## src/common/psf_pkg.sv

```systemverilog
// Package: message layout, flag positions and types for the status flag readout
package psf_pkg;

  // ----------------------------------------------------------------------
  // Message word layout
  // ----------------------------------------------------------------------
  localparam int unsigned WORD_W    = 32;
  localparam int unsigned RW_BIT    = 31;
  localparam int unsigned SEL_HI    = 30;
  localparam int unsigned SEL_LO    = 27;
  localparam int unsigned IDX_HI    = 26;
  localparam int unsigned IDX_LO    = 24;
  localparam int unsigned SEL_W     = 4;
  localparam int unsigned IDX_W     = 3;
  localparam int unsigned N_OUTPUT_INDEX    = 8;

  // Read / write marker values
  localparam logic        RW_READ   = 1'h0;
  localparam logic        RESP_RW   = 1'h0;

  // ----------------------------------------------------------------------
  // Message selector codes
  // ----------------------------------------------------------------------
  localparam logic [3:0]  SEL_PROFILE_OUTCOME = 4'hb;
  localparam logic [3:0]  SEL_GLOBAL_FLAGS    = 4'hf;

  // ----------------------------------------------------------------------
  // Flag positions in the response word
  // ----------------------------------------------------------------------
  localparam int unsigned PASS_BIT   = 0;
  localparam int unsigned TMO_BIT    = 1;
  localparam int unsigned ABORT_BIT  = 2;
  localparam int unsigned RSTL_BIT   = 0;
  localparam int unsigned ENL_BIT    = 1;
  localparam int unsigned PSYNC_BIT  = 2;
  localparam int unsigned SUPPLY_BIT = 3;

  // ----------------------------------------------------------------------
  // Reset values
  // ----------------------------------------------------------------------
  localparam logic        RST_OUTCOME = 1'h0;
  localparam logic        RST_SUPPLY  = 1'h0;
  localparam logic        RST_PSYNC   = 1'h0;
  localparam logic        RST_ENL     = 1'h1;
  localparam logic        RST_RSTL    = 1'h1;
  localparam logic [31:0] RST_WORD    = 32'h0000_0000;

  // Synchroniser idle levels: the pins settle here after reset
  localparam logic [2:0]  SYNC_IDLE   = 3'h3;  // {phase_sync, enable, reset_b}
  localparam int unsigned PIN_RSTB    = 0;
  localparam int unsigned PIN_EN      = 1;
  localparam int unsigned PIN_PSYNC   = 2;
  localparam int unsigned N_PIN       = 3;

  // ----------------------------------------------------------------------
  // Types
  // ----------------------------------------------------------------------
  typedef struct packed {
    logic             rw;
    logic [SEL_W-1:0] message_selector;
    logic [IDX_W-1:0] output_index;
    logic [23:0]      unused;
  } psf_cmd_t;

  typedef struct packed {
    logic abort;
    logic timeout;
    logic pass;
  } psf_outcome_t;

  typedef enum logic [1:0] {
    PSF_IDLE   = 2'h0,
    PSF_DECODE = 2'h1,
    PSF_ANSWER = 2'h3
  } psf_state_t;

endpackage

```

## src/core/psf_flag_cell.sv

```systemverilog
// Sticky flag cell: set wins over clear, constant reset value
`timescale 1ns/1ps

module psf_flag_cell
  import psf_pkg::*;
#(
  parameter logic RST_VAL = 1'h0
)
(
  input  wire logic mclk,
  input  wire logic rst_n,
  input  wire logic set_i,
  input  wire logic clr_i,
  output logic      flag_o
);

  logic flag_reg;
  logic flag_next;

  // A set arriving in the clearing cycle survives the clear
  always_comb
  begin
    flag_next = set_i | (flag_reg & ~clr_i);
  end

  // Flag storage
  always_ff @(posedge mclk)
  begin
    if (!rst_n)
      flag_reg <= RST_VAL;
    else
      flag_reg <= flag_next;
  end

  assign flag_o = flag_reg;

endmodule

```

## src/core/psf_readout.sv

```systemverilog
// Sticky profile outcome and device-wide flag readout behind the message port
`timescale 1ns/1ps

//
// Contract
// - Selector 1011 with channel reads outcome flags
// - Abort bit 2 set on early gate-off
// - Abort resets 0, cleared by outcome read
// - Time-out bit 1 set on timer expiry
// - Time-out resets 0, cleared by outcome read
// - Pass bit 0 set on timely completion
// - Pass resets 0, cleared by outcome read
// - All zero means nothing finished since read
// - Outcome flags accumulate independently between reads
// - Selector 1111 reads global flags, no channel
// - Supply-high flag bit 3, sticky until read
// - Phase-align flag bit 2, sticky until read
// - Enable latch bit 1 resets to 1
// - Enable latch cleared on read if enabled
// - Enable latch forced 1 while enable low
// - Reset latch bit 0: reset 1, falling edge
module psf_readout
  import psf_pkg::*;
(
  input  wire logic                mclk,
  input  wire logic                rst_n,
  // Command word, already assembled by the serial front end
  input  wire logic                cmd_valid,
  output logic                     cmd_ready,
  input  wire logic [WORD_W-1:0]   cmd_word,
  // Response word for the next frame
  output logic                     resp_valid,
  output logic [WORD_W-1:0]        resp_word,
  // Pulse when a command did not address this block
  output logic                     cmd_foreign,
  // Outcome events from the profile detection engine, one bit per channel
  input  wire logic [N_OUTPUT_INDEX-1:0]   det_pass,
  input  wire logic [N_OUTPUT_INDEX-1:0]   det_timeout,
  input  wire logic [N_OUTPUT_INDEX-1:0]   det_abort,
  // Supervisor level, high while the supply is above its limit
  input  wire logic                supply_high,
  // Asynchronous device pins
  input  wire logic                enable_pin,
  input  wire logic                reset_b_pin,
  input  wire logic                phase_sync_pin
);

  // ----------------------------------------------------------------------
  // Declarations
  // ----------------------------------------------------------------------
  psf_state_t            state_reg;
  psf_state_t            state_next;
  psf_cmd_t              cmd_reg;
  logic [N_PIN-1:0]      pin_meta_reg;
  logic [N_PIN-1:0]      pin_sync_reg;
  logic [N_PIN-1:0]      pin_prev_reg;
  logic                  enable_s;
  logic                  rstb_fall;
  logic                  psync_rise;
  logic                  is_profile;
  logic                  is_global;
  logic                  is_read;
  logic                  is_known;
  logic                  in_decode;
  logic                  clr_profile;
  logic                  clr_global;
  logic [N_OUTPUT_INDEX-1:0]     output_index_clr;
  psf_outcome_t          outcome_q [N_OUTPUT_INDEX];
  psf_outcome_t          outcome_sel;
  logic                  supply_q;
  logic                  psync_q;
  logic                  enl_q;
  logic                  rstl_q;
  logic [WORD_W-1:0]     resp_next;
  logic [WORD_W-1:0]     resp_word_reg;
  logic                  foreign_reg;
  logic [WORD_W-1:0]     outcome_word;
  logic [WORD_W-1:0]     global_word;
  logic                  resp_load;
  logic                  foreign_hit;

  // ----------------------------------------------------------------------
  // Pin synchronisers
  // ----------------------------------------------------------------------

  // Two flops per pin; the first stage feeds only the second
  always_ff @(posedge mclk)
  begin
    if (!rst_n)
    begin
      pin_meta_reg <= SYNC_IDLE;
      pin_sync_reg <= SYNC_IDLE;
    end
    else
    begin
      pin_meta_reg <= {phase_sync_pin, enable_pin, reset_b_pin};
      pin_sync_reg <= pin_meta_reg;
    end
  end

  // Delayed copy of the settled levels for edge detection
  always_ff @(posedge mclk)
  begin
    if (!rst_n)
      pin_prev_reg <= SYNC_IDLE;
    else
      pin_prev_reg <= pin_sync_reg;
  end

  // Idle levels after reset avoid a false edge on the first cycles
  assign enable_s   = pin_sync_reg[PIN_EN];
  assign rstb_fall  = pin_prev_reg[PIN_RSTB] & ~pin_sync_reg[PIN_RSTB];
  assign psync_rise = ~pin_prev_reg[PIN_PSYNC] & pin_sync_reg[PIN_PSYNC];

  // ----------------------------------------------------------------------
  // Command sequencing
  // ----------------------------------------------------------------------

  // One command in flight; the source holds cmd_valid while not ready
  assign cmd_ready = (state_reg == PSF_IDLE);

  // Capture the command word on acceptance
  always_ff @(posedge mclk)
  begin
    if (!rst_n)
      cmd_reg <= psf_cmd_t'(RST_WORD);
    else if (cmd_valid && cmd_ready)
      cmd_reg <= psf_cmd_t'(cmd_word);
  end

  // Selector decode of the held command
  assign is_profile = (cmd_reg.message_selector == SEL_PROFILE_OUTCOME);
  assign is_global  = (cmd_reg.message_selector == SEL_GLOBAL_FLAGS);
  assign is_read    = (cmd_reg.rw == RW_READ);

  // Either readout selector; other selectors belong to other handlers
  assign is_known  = is_profile || is_global;

  // The held command is acted on only in its decode cycle
  assign in_decode = (state_reg == PSF_DECODE);

  // Idle, decode for one cycle, then answer for one cycle on a known selector
  always_comb
  begin
    state_next = state_reg;
    case (state_reg)
      PSF_IDLE:
      begin
        if (cmd_valid)
          state_next = PSF_DECODE;
      end
      PSF_DECODE:
      begin
        if (is_known)
          state_next = PSF_ANSWER;
        else
          state_next = PSF_IDLE;
      end
      PSF_ANSWER:
      begin
        state_next = PSF_IDLE;
      end
      default:
      begin
        state_next = PSF_IDLE;
      end
    endcase
  end

  // State register
  always_ff @(posedge mclk)
  begin
    if (!rst_n)
      state_reg <= PSF_IDLE;
    else
      state_reg <= state_next;
  end

  // ----------------------------------------------------------------------
  // Read-clear strobes
  // ----------------------------------------------------------------------

  // Writes get the same answer but leave the flags standing
  assign clr_profile = in_decode && is_profile && is_read;
  assign clr_global  = in_decode && is_global && is_read;

  // Only the addressed channel loses its flags
  always_comb
  begin
    output_index_clr = '0;
    if (clr_profile)
      output_index_clr[cmd_reg.output_index] = 1'b1;
  end

  // ----------------------------------------------------------------------
  // Per-channel outcome flags
  // ----------------------------------------------------------------------

  // Three independent sticky cells per channel
  for (genvar ch = 0; ch < N_OUTPUT_INDEX; ch++)
  begin : g_output_index
    psf_flag_cell #(.RST_VAL(RST_OUTCOME)) u_abort
    (
      .mclk   (mclk),
      .rst_n  (rst_n),
      .set_i  (det_abort[ch]),
      .clr_i  (output_index_clr[ch]),
      .flag_o (outcome_q[ch].abort)
    );

    psf_flag_cell #(.RST_VAL(RST_OUTCOME)) u_timeout
    (
      .mclk   (mclk),
      .rst_n  (rst_n),
      .set_i  (det_timeout[ch]),
      .clr_i  (output_index_clr[ch]),
      .flag_o (outcome_q[ch].timeout)
    );

    psf_flag_cell #(.RST_VAL(RST_OUTCOME)) u_pass
    (
      .mclk   (mclk),
      .rst_n  (rst_n),
      .set_i  (det_pass[ch]),
      .clr_i  (output_index_clr[ch]),
      .flag_o (outcome_q[ch].pass)
    );
  end

  // ----------------------------------------------------------------------
  // Device-wide flags
  // ----------------------------------------------------------------------

  // Supply level keeps the flag set for as long as it stays high
  psf_flag_cell #(.RST_VAL(RST_SUPPLY)) u_supply
  (
    .mclk   (mclk),
    .rst_n  (rst_n),
    .set_i  (supply_high),
    .clr_i  (clr_global),
    .flag_o (supply_q)
  );

  // Each rising edge of the phase pin counts as one occurrence
  psf_flag_cell #(.RST_VAL(RST_PSYNC)) u_psync
  (
    .mclk   (mclk),
    .rst_n  (rst_n),
    .set_i  (psync_rise),
    .clr_i  (clr_global),
    .flag_o (psync_q)
  );

  // Low enable overrides any clear; a read only clears while enabled
  psf_flag_cell #(.RST_VAL(RST_ENL)) u_enable_latch
  (
    .mclk   (mclk),
    .rst_n  (rst_n),
    .set_i  (~enable_s),
    .clr_i  (clr_global & enable_s),
    .flag_o (enl_q)
  );

  // Falling reset pin sets; a reset held low is seen only at its edge
  psf_flag_cell #(.RST_VAL(RST_RSTL)) u_reset_latch
  (
    .mclk   (mclk),
    .rst_n  (rst_n),
    .set_i  (rstb_fall),
    .clr_i  (clr_global),
    .flag_o (rstl_q)
  );

  // ----------------------------------------------------------------------
  // Response assembly
  // ----------------------------------------------------------------------

  // Flags of the addressed channel
  assign outcome_sel = outcome_q[cmd_reg.output_index];

  // ----------------------------------------------------------------------
  // Payload views
  // ----------------------------------------------------------------------

  // Outcome payload and index of the addressed channel, every other bit zero
  always_comb
  begin
    outcome_word = RST_WORD;
    outcome_word[IDX_HI:IDX_LO] = cmd_reg.output_index;
    outcome_word[ABORT_BIT] = outcome_sel.abort;
    outcome_word[TMO_BIT]   = outcome_sel.timeout;
    outcome_word[PASS_BIT]  = outcome_sel.pass;
  end

  // Device-wide payload; this message carries no channel field
  always_comb
  begin
    global_word = RST_WORD;
    global_word[SUPPLY_BIT] = supply_q;
    global_word[PSYNC_BIT]  = psync_q;
    global_word[ENL_BIT]    = enl_q;
    global_word[RSTL_BIT]   = rstl_q;
  end

  // ----------------------------------------------------------------------
  // Response register
  // ----------------------------------------------------------------------

  // Word built from the pre-clear values so no event is lost
  always_comb
  begin
    resp_next = RST_WORD;
    if (is_profile)
      resp_next = outcome_word;
    else if (is_global)
      resp_next = global_word;
    resp_next[RW_BIT] = RESP_RW;
    resp_next[SEL_HI:SEL_LO] = cmd_reg.message_selector;
  end

  // Load and foreign strobes, both decided in the decode cycle only
  assign resp_load   = in_decode && is_known;
  assign foreign_hit = in_decode && !is_known;

  // Response word holds until the next answered command;
  // a foreign command leaves the last answer in place
  always_ff @(posedge mclk)
  begin
    if (!rst_n)
      resp_word_reg <= RST_WORD;
    else if (resp_load)
      resp_word_reg <= resp_next;
  end

  // Foreign-command pulse, for the message router
  always_ff @(posedge mclk)
  begin
    if (!rst_n)
      foreign_reg <= 1'b0;
    else
      foreign_reg <= foreign_hit;
  end

  // ----------------------------------------------------------------------
  // Outputs
  // ----------------------------------------------------------------------

  assign resp_valid  = (state_reg == PSF_ANSWER);
  assign resp_word   = resp_word_reg;
  assign cmd_foreign = foreign_reg;

endmodule

```

## config.mk

```make
export PLATFORM = sky130hd
export DESIGN_NAME = psf_readout
export DESIGN_NICKNAME = d
export VERILOG_FILES = /design/src/common/psf_pkg.sv /design/src/core/psf_flag_cell.sv /design/src/core/psf_readout.sv
export SDC_FILE = /design/constraint.sdc
export NUM_CORES = 1
export LEC_CHECK = 0
export ABC_AREA = 0
export BUFFER_PORTS_ARGS = -buffer_cell sky130_fd_sc_hd__buf_2
export CAP_MARGIN = 0
export CORE_AREA = 3 3 95 70
export DETAILED_ROUTE_END_ITERATION = 16
export DIE_AREA = 0 0 98 73
export HOLD_SLACK_MARGIN = 0.1
export PLACE_DENSITY = 0.73
export RECOVER_POWER = 100
export SYNTH_ARGS = -nofsm -noshare
export SYNTH_HDL_FRONTEND = slang
export SYNTH_SLANG_ARGS = --single-unit
```

## constraint.sdc

```tcl
create_clock -name mclk -period 1.4 [get_ports mclk]
set_input_delay 0.07 -clock mclk [delete_from_list [all_inputs] [get_ports mclk]]
set_output_delay 0.07 -clock mclk [all_outputs]
set_load 0.02 [all_outputs]
```

==> results.rst, run 1 <==
.. list-table::
   :header-rows: 1

   * - Metric
     - Value
   * - Global-route wire length before repair
     - 9810 um
   * - Peak fanout along the critical path
     - 6
   * - Complex-gate fraction of the synthesized area
     - 0.164
   * - End-of-flow core utilization
     - 0.589
   * - Final Max Tran Viols
     - 0
   * - Final worst clock skew
     - 0.00776 ns
   * - Average wire per standard cell
     - 13.6 um
   * - Die Width
     - 98 um
   * - Largest stage delay on the critical path
     - 0.51 ns
   * - Clock period minus final worst setup slack
     - 1.33 ns
   * - Sum of buffers and inverters on the critical path
     - 0
   * - Flip-flop and latch count after synthesis
     - 58
   * - Clock H-tree levels
     - 3
   * - Clock slew at reported path FFs
     - 0.07 ns
   * - Max-capacitance violation count
     - 0
   * - Capture point of the worst path
     - resp_word[1]
   * - Commonest non-fill, non-tap cell in the layout
     - dfxtp_1
   * - Flip-flop count of the largest register after layout
     - 11
   * - Layout-stage area growth over the synthesis result
     - 37.0%
   * - Clk Latency, worst-skew pair
     - 0.34 ns
   * - Cell at the root of the clock tree
     - clkbuf_8
   * - Effective utilization at floorplan
     - 0.430
   * - Placed Instances
     - 386
   * - Diode count
     - 0
   * - Critical-path top delay cell
     - mux4_2
   * - WS Path Type
     - reg2reg
   * - Sequential-to-total area share from yosys stat
     - 0.472
   * - Highest Clock Rate
     - 750 MHz
   * - Overall global routing resource usage
     - 0.178
   * - Remaining routing DRC violations
     - 0
   * - Worst path arrival time
     - 1.56 ns
   * - Core Box Area
     - 5730 um2
   * - Clock buffer count from CTS
     - 9
   * - Via count of the first global-routing pass
     - 2011
   * - Setup_tns
     - 0 ns
   * - Run status
     - finished, final reports clean
   * - Yosys warning total
     - 0
   * - Synth unique cells
     - 34
   * - Per-instance average area after synthesis
     - 9.39 um2
   * - R2R cell count
     - 3
   * - Most used cells in the layout excluding fill and tap cells
     - dfxtp_1, buf_2, dlygate4sd3_1
   * - Class of the tightest hold or removal check
     - in2reg
   * - Post-Syn Area
     - 2460 um2
   * - Min Hold Slack
     - 0.193 ns
   * - Number of cells produced by synthesis
     - 262
   * - Overflow after GRT
     - 0
   * - Cell type with the highest aggregate area in the netlist
     - dfxtp_1
   * - Net count of the finished layout
     - 421
   * - Half-perimeter wire length of the detailed placement result
     - 3910 um
   * - Most used flip-flop cell after synthesis
     - dfxtp_1
   * - Std cell rows
     - 23
   * - Maximum ir drop on the vdd rail
     - 0.593 mV
   * - EDFF count, synth
     - 0
   * - Largest net degree at the start of global routing
     - 49
   * - Share of async-settable or async-resettable flops after synthesis
     - 0
   * - Share of layout cells above drive strength 1
     - 0.242
   * - Crit Reg-Reg Endpoint
     - resp_word[1]
   * - Ordered cell list for the critical path
     - mux4_2 -> mux2i_1 -> o221ai_1
   * - Buffers added on ports
     - 52
   * - Main combinational cell family by area after synthesis
     - compound AO/OA/AOI/OAI gates
   * - Xor and xnor area share after synthesis
     - 0
   * - Static leakage
     - 1.43 nW
   * - Boundary pin count
     - 98
   * - Number of detailed-routing iterations run before antenna repair
     - 4
   * - Final ANT Viol Nets
     - 0
   * - Cell count along the critical path
     - 3
   * - Number of vias per cell after detailed routing
     - 4.80
   * - Total count of hold-check failures in the final report
     - 0
   * - Tot Pwr
     - 4.05 mW
   * - Sinks on Clock Net
     - 58
   * - Max Buffers Root-to-Sink
     - 2
   * - Final Cycle Share
     - 0.953
   * - Gp weighted congestion
     - 0.765
   * - Via count
     - 2101
   * - Post-synthesis simple-gate area fraction
     - 0.153
   * - Final non-filler cell total
     - 438
   * - Startpoint types
     - register
   * - Number of antenna violations at the first check in global routing
     - 0
   * - Data required time at the worst endpoint
     - 1.62 ns
   * - CTS tree
     - built
   * - Power per Cell Area
     - 1200 nW/um2
   * - Family with the most delay on the worst path
     - multiplexers
   * - Top cell type's share of synthesized area
     - 0.472
   * - Adder-cell area share of the yosys netlist
     - 0
   * - Critical path origin
     - cmd_reg[25]
   * - Total detailed-routing wirelength
     - 5980 um
   * - Initial DRC Count
     - 100
   * - Kind of end point of the critical path
     - register
   * - Die ar.
     - 7150 um2
   * - Mux share of post-synthesis cell area
     - 0.0996
   * - RR Startpoint
     - cmd_reg[25]
   * - Y dimension of the die
     - 73 um
   * - Leading post-synthesis cells by cell area
     - dfxtp_1, buf_4, o21ai_0
   * - RSZ-0062 raised after global routing
     - true
   * - Reg2Reg Setup Slack
     - 0.07 ns
   * - Number of failing setup endpoints in the final timing report
     - 0
metal layers:
| layer | global-route usage | vias up | wire, um |
|---|---|---|---|
| met2 | 0.259 | 69 | 2630 |
| met3 | 0.0726 | 5 | 409 |
| met4 | 0.0553 | 0 | 70 |
| met5 | 0 | - | 0 |
| li1 | - | 1062 | - |
| met1 | 0.241 | 965 | 2870 |
area by class of cell:
| type | count | area, um2 |
|---|---|---|
| Clock buffer | 12 | 165 |
| Clock inverter | 4 | 72.6 |
| Fill cell | 519 | 2360 |
| Inverter | 10 | 37.5 |
| Multi-Input combinational cell | 175 | 1110 |
| Sequential cell | 58 | 1170 |
| Tap cell | 75 | 93.8 |
| Timing Repair Buffer | 104 | 716 |
synthesized netlist by cell type (2+ instances only):
cell type	number
inv_1	10
nand4b_1	3
nor3b_1	2
a31oi_1	6
buf_4	21
o21a_1	4
nand2b_1	5
o221ai_1	4
nand3b_1	2
and2_1	4
nor2_1	29
a21oi_1	23
clkbuf_1	11
mux2i_1	11
o21ai_1	2
mux4_2	6
nand3_1	5
buf_2	7
dfxtp_1	58
o211ai_1	4
nand2_1	4
o21ai_0	29
cell families after synthesis:
group	after synthesis
compound gates	72
simple gates	65
flops	58
buf+inv	49
mux	17
other cells	1
power by group:
| group | internal (mW) | switching, mW |
|---|---|---|
| clock | 1.14 | 0.656 |
| sequential | 1.73 | 0.0574 |
| combinational | 0.234 | 0.225 |
worst min-delay path, stage by stage:
cell    delay [ns]
buf_2         0.10
inv_1         0.05
buf_4         0.18
nor2_1        0.10
worst min-delay path by stage:
stage                            endpoint  slack (ns)  cells past startpoint   startpoint
final                         cmd_reg[29]        0.19                      4        rst_n
after detailed placement  pin_meta_reg[0]        0.25                      2  reset_b_pin
after global routing          cmd_reg[27]        0.21                      4        rst_n
after global placement    pin_meta_reg[0]        0.26                      2  reset_b_pin
after floorplan           pin_meta_reg[0]        0.17                      1  reset_b_pin
after CTS                     cmd_reg[29]        0.19                      4        rst_n
through the flow:
stage / setup WS (ns) / cell area (um2)
after floorplan: 0.0159 / 2540
after global placement: -0.112 / 2780
after detailed placement: -0.114 / 2780
after CTS: 0.000534 / 3380
after global routing: -0.0227 / 3370
final: 0.0662 / 3370
repair_timing:
item	in CTS	in global routing
gates resized for setup	1	9
endpoints found under the setup margin	2	20
cloned	0	0
hold buffers	36	0
endpoints found under the hold margin	36	0
buffers inserted	0	0
(Power assumes the default switching activity.)
==> run 2, diff against run 1 <==
clock period = 1.2 ns   (was 1.4 ns; I/O delays follow)
==> results.rst, run 2 (synthesis results as in run 1) <==
.. list-table::
   :header-rows: 1

   * - Metric
     - Value
   * - Run status
     - complete, but fails checks
   * - Violated checks
     - setup timing
   * - Via count
     - 2301
   * - Number of antenna violations at the first check in global routing
     - 0
   * - Combinational share of power
     - 0.153
   * - Number of failing setup endpoints in the final timing report
     - 41
   * - Largest net degree at the start of global routing
     - 49
   * - Maximum ir drop on the vdd rail
     - 0.696 mV
   * - Overall global routing resource usage
     - 0.181
   * - Clock period minus final worst setup slack
     - 1.40 ns
   * - Kind of end point of the critical path
     - register
   * - Clk Latency, worst-skew pair
     - 0.33 ns
   * - Boundary pin count
     - 98
   * - Most used cells in the layout excluding fill and tap cells
     - dfxtp_1, buf_2, dlygate4sd3_1
   * - Critical-path top delay cell
     - nor4_4
   * - Hold wc startpoint
     - rst_n
   * - Layout-stage area growth over the synthesis result
     - 49.1%
   * - Total detailed-routing wirelength
     - 6880 um
   * - Min Hold Slack
     - 0.190 ns
   * - Share of total power in sequential cells
     - 0.500
   * - Effective utilization at floorplan
     - 0.430
   * - Number of detailed-routing iterations run before antenna repair
     - 4
   * - Cell at the root of the clock tree
     - clkbuf_8
   * - Clock buffer count from CTS
     - 9
   * - Overflow after GRT
     - 0
   * - Post-layout worst setup margin
     - -0.201 ns
   * - Internal power contribution
     - 3.14 mW
   * - Largest stage delay on the critical path
     - 0.42 ns
   * - Initial DRC Count
     - 156
   * - Net switching power figure
     - 1.06 mW
   * - RSZ-0062 raised after global routing
     - true
   * - Final Max Tran Viols
     - 0
   * - Buffers added on ports
     - 52
   * - Core Box Area
     - 5730 um2
   * - Gp weighted congestion
     - 0.816
   * - Half-perimeter wire length of the detailed placement result
     - 4270 um
   * - R2R cell count
     - 5
   * - WS Path Type
     - reg2reg
   * - Peak fanout along the critical path
     - 6
   * - Highest Clock Rate
     - 714 MHz
   * - Commonest non-fill, non-tap cell in the layout
     - dfxtp_1
   * - Global-route wire length before repair
     - 10000 um
   * - Via count of the first global-routing pass
     - 2098
   * - Ordered cell list for the critical path
     - nand3_4 -> nor4_4 -> buf_4 -> buf_6 -> a31oi_1
   * - Worst path arrival time
     - 1.62 ns
   * - Reg2Reg Setup Slack
     - -0.20 ns
   * - Share of layout cells above drive strength 1
     - 0.351
   * - Clock H-tree levels
     - 3
   * - RR Startpoint
     - cmd_reg[30]
   * - Max-capacitance violation count
     - 0
   * - Cells on Worst Hold Path
     - 4
   * - Final Cycle Share
     - 1.17
   * - Sinks on Clock Net
     - 58
   * - Static leakage
     - 1.54 nW
   * - Remaining routing DRC violations
     - 0
   * - Max Buffers Root-to-Sink
     - 2
   * - CTS tree
     - built
   * - Net count of the finished layout
     - 442
   * - Final worst clock skew
     - 0.00772 ns
   * - Y dimension of the die
     - 73 um
   * - Class of the tightest hold or removal check
     - in2reg
   * - Sw frac
     - 0.252
   * - Crit Reg-Reg Endpoint
     - g_output_index[1].u_pass.flag_o
   * - Power per Cell Area
     - 1150 nW/um2
   * - Average wire per standard cell
     - 15.1 um
   * - Clock slew at reported path FFs
     - 0.06 ns
   * - Total count of hold-check failures in the final report
     - 0
   * - Data required time at the worst endpoint
     - 1.42 ns
   * - Flip-flop count of the largest register after layout
     - 11
   * - Startpoint types
     - register
   * - Count of filler cells inserted in the layout
     - 452
   * - Final ANT Viol Nets
     - 0
   * - Std cell rows
     - 23
   * - Power share of the clock group
     - 0.347
   * - Die ar.
     - 7150 um2
   * - Diode count
     - 0
   * - Die Width
     - 98 um
   * - Worst-case hold path end point
     - resp_word[1]
   * - Tot Pwr
     - 4.20 mW
   * - Number of vias per cell after detailed routing
     - 5.04
[run 2: cell count changes in the layout (fill, tap and decap cells not counted), moves of 2 or more]
cell | previous run | this run
buf_6 | 0 | 15
a21oi_1 | 23 | 13
a21oi_2 | 0 | 10
buf_4 | 14 | 23
nor2_1 | 29 | 21
nor2_2 | 0 | 5
dfxtp_1 | 52 | 49
dfxtp_4 | 1 | 4
nor2_4 | 0 | 3
bufinv_16 | 2 | 0
clkbuf_8 | 12 | 10
nor3b_1 | 2 | 0
o21ai_0 | 30 | 28
o21ai_1 | 1 | 3
[run 2: how the worst max path moves through the flow]
stage                           start                         endpoint  slack (ns)  cells past startpoint
after CTS                 cmd_reg[25]                     resp_word[2]        -0.1                      3
after global routing      cmd_reg[27]                     resp_word[2]       -0.23                      4
after floorplan           cmd_reg[25]                     resp_word[1]       -0.09                      4
after global placement    cmd_reg[24]                     resp_word[0]       -0.11                      3
after detailed placement  cmd_reg[25]                     resp_word[2]       -0.12                      3
final                     cmd_reg[30]  g_output_index[1].u_pass.flag_o       -0.20                      5
[run 2: critical path, delay by kind of cell (launching register included)]
kind	cells	cell delay, ns
AOI/OAI and AO/OA	1	0.08
buffers and inverters	2	0.31
DFF	1	0.36
and+or+nand+nor	2	0.54
[run 2: cell type report]
type / instances / area, um2 / share of cell area
multi-input combinational: 175 / 1260 / 0.343
sequential: 58 / 1180 / 0.322
timing repair buffer: 125 / 945 / 0.258
clock buffer: 14 / 153 / 0.0416
tap: 75 / 93.8 / 0.0256
inverter: 10 / 37.5 / 0.0102
[run 2: power by group through the flow]
stage | clock network, mW | logic (mW) | registers (mW)
floorplan | 0 | 0.362 | 2.10
global placement | 0 | 0.437 | 2.13
detailed placement | 0 | 0.446 | 2.14
CTS | 1.49 | 0.568 | 2.10
global route | 1.59 | 0.694 | 2.11
finish | 1.46 | 0.643 | 2.10
[run 2: what timing repair did]
action	in CTS	in global routing
buffers inserted	1	10
pin swaps	3	20
hold buffers	36	0
hold endpoints to repair	36	0
cloned	1	2
setup endpoints to repair	42	40
resized for setup	29	43
[run 2: routing by layer]
layer / global-route usage / routed length, um / up-vias
li1: - / - / 1110
met1: 0.229 / 3060 / 1101
met2: 0.285 / 3260 / 82
met3: 0.0831 / 493 / 8
met4: 0.0399 / 73 / 0
met5: 0 / 0 / -
[run 2: metrics by stage]
step / setup TNS, ns / utilization / std cells / area [um2] / setup WS [ns]
2_1_floorplan: -0.272 / - / 282 / 2570 / -0.0858
3_3_place_gp: -2.39 / 0.495 / 393 / 2840 / -0.111
3_5_place_dp: -2.86 / 0.495 / 393 / 2840 / -0.122
4_1_cts: -0.781 / 0.603 / 445 / 3450 / -0.0959
5_1_grt: -5.96 / 0.641 / 457 / 3670 / -0.233
6_report: -4.14 / 0.641 / 457 / 3670 / -0.201
==> run 3, diff against run 2 <==
==> constraint.sdc (replaced) <==
create_clock -name mclk -period 1.2 [get_ports mclk]
set_input_delay 0.24 -clock mclk [delete_from_list [all_inputs] [get_ports mclk]]
set_output_delay 0.24 -clock mclk [all_outputs]
set_load 0.02 [all_outputs]
==> results.rst, run 3 (synthesis results as in run 1) <==
.. list-table::
   :header-rows: 1

   * - Metric
     - Value
   * - Clock buffer count from CTS
     - 9
   * - Final Max Tran Viols
     - 0
   * - Clock H-tree levels
     - 3
   * - Run status
     - complete, but fails checks
   * - Worst setup timing slack at the placement stage
     - -0.180 ns
   * - Effective utilization at floorplan
     - 0.430
   * - Highest signal layer in the routed design
     - met4
   * - Buffers added on ports
     - 52
   * - Overall global routing resource usage
     - 0.181
   * - Data required time at the worst endpoint
     - 1.41 ns
   * - Net count of the finished layout
     - 401
   * - Reg2Reg Setup Slack
     - -0.15 ns
   * - Kind of end point of the critical path
     - register
   * - Total non-filler cell area in the finished layout
     - 3290 um2
   * - Worst path arrival time
     - 1.56 ns
   * - Highest Clock Rate
     - 740 MHz
   * - Boundary pin count
     - 98
   * - Placed Instances
     - 394
   * - Layout-stage area growth over the synthesis result
     - 33.6%
   * - Violated checks
     - setup timing
   * - Share of layout cells above drive strength 1
     - 0.409
   * - Number of vias per cell after detailed routing
     - 5.02
   * - Std cell rows
     - 23
   * - Detail Route met3 WL
     - 476 um
   * - Via count
     - 2095
   * - Setup_tns
     - -1.29 ns
   * - Clock period minus final worst setup slack
     - 1.35 ns
   * - Commonest non-fill, non-tap cell in the layout
     - dfxtp_1
   * - Final ANT Viol Nets
     - 0
   * - Final worst clock skew
     - 0.00431 ns
   * - Sum of buffers and inverters on the critical path
     - 0
   * - Largest net degree at the start of global routing
     - 49
   * - Remaining routing DRC violations
     - 0
   * - Gp weighted congestion
     - 0.814
   * - Diode count
     - 0
   * - Number of failing setup endpoints in the final timing report
     - 25
   * - Critical-path top delay cell
     - mux4_2
   * - Max Buffers Root-to-Sink
     - 2
   * - Detailed-routed wire length on met2
     - 2880 um
   * - Most used cells in the layout excluding fill and tap cells
     - dfxtp_1, buf_2, o21ai_0
   * - Global-route wire length before repair
     - 9870 um
   * - Post-layout worst setup margin
     - -0.152 ns
   * - Power per Cell Area
     - 1280 nW/um2
   * - Half-perimeter wire length of the detailed placement result
     - 4340 um
   * - Max-capacitance violation count
     - 0
   * - WS Path Type
     - reg2reg
   * - Peak fanout along the critical path
     - 6
   * - Initial DRC Count
     - 128
   * - Ordered cell list for the critical path
     - mux4_2 -> mux2i_2 -> o221ai_1
   * - Class of the tightest hold or removal check
     - in2reg
   * - Total detailed-routing wirelength
     - 6280 um
   * - Final Cycle Share
     - 1.13
   * - Placed inst area
     - 2840 um2
   * - Sinks on Clock Net
     - 58
   * - Average wire per standard cell
     - 15.1 um
   * - M1 WL
     - 2850 um
   * - Cell at the root of the clock tree
     - clkbuf_8
   * - Number of detailed-routing iterations run before antenna repair
     - 5
   * - Number of antenna violations at the first check in global routing
     - 0
   * - RSZ-0062 raised after global routing
     - true
   * - Overflow after GRT
     - 0
   * - Tot Pwr
     - 4.21 mW
   * - Die Width
     - 98 um
   * - Via count of the first global-routing pass
     - 1998
   * - Flip-flop count of the largest register after layout
     - 11
   * - CTS tree
     - built
   * - Startpoint types
     - register
   * - Clk Latency, worst-skew pair
     - 0.33 ns
   * - Core Box Area
     - 5730 um2
   * - Family with the most delay on the worst path
     - multiplexers
   * - Total count of hold-check failures in the final report
     - 0
   * - Static leakage
     - 1.40 nW
   * - Maximum ir drop on the vdd rail
     - 0.603 mV
   * - Die ar.
     - 7150 um2
   * - Y dimension of the die
     - 73 um
   * - Clock slew at reported path FFs
     - 0.06 ns
   * - Final non-filler cell total
     - 417
   * - Largest stage delay on the critical path
     - 0.52 ns
## run 3: cell count changes in the layout (fill, tap and decap cells not counted), sizes merged
cell         change
dlygate4sd3     -33
clkbuf           -2
buf              -8
clkinv           +3
## run 3: worst paths after layout
check / start / cells after the start / to
worst max-delay path: cmd_reg[25] / 3 / resp_word[1]
worst min-delay path: supply_high / 3 / u_supply.flag_o
worst max register to register: cmd_reg[25] / 3 / resp_word[1]
worst min register to register: pin_meta_reg[1] / 1 / pin_sync_reg[1]
## run 3: metrics by stage
stage / hold WS [ns] / util
CTS: 0.107 / 0.564
global route: 0.121 / 0.574
floorplan: 0.341 / -
detailed placement: 0.388 / 0.496
finish: 0.128 / 0.574
global placement: 0.388 / 0.496
## run 3: cell type report
class / count / area, um2
inverter: 10 / 37.5
clock buffer: 12 / 155
multi-input combinational: 175 / 1260
sequential: 58 / 1180
clock inverter: 3 / 15.0
timing repair buffer: 84 / 547
fill: 490 / 2440
tap: 75 / 93.8
## run 3: report_power, final
group / total [mW] / leakage (nW) / switching, mW / internal, mW
clock network: 1.56 / 0.0920 / 0.718 / 0.839
registers: 2.10 / 0.484 / 0.0791 / 2.02
logic: 0.551 / 0.826 / 0.293 / 0.258
## run 3: worst register-to-register path, stage by stage (launching register included)
cell and delay [ns]:
dfxtp_4 0.40, mux4_2 0.52, mux2i_2 0.19, o221ai_1 0.13
## run 3: what timing repair did
| action | 4_1_cts | 5_1_grt |
|---|---|---|
| gates cloned | 2 | 0 |
| buffers inserted | 2 | 1 |
| hold endpoints to repair | 3 | 0 |
| setup endpoints to repair | 38 | 48 |
| hold buffers | 3 | 0 |
| gates resized for setup | 49 | 18 |
| pin swaps | 11 | 5 |
## run 3: metal layers
| metal | GRT usage | vias to the layer above |
|---|---|---|
| li1 | - | 1030 |
| met1 | 0.235 | 974 |
| met2 | 0.277 | 80 |
| met3 | 0.0735 | 11 |
| met4 | 0.0614 | 0 |
| met5 | 0 | - |
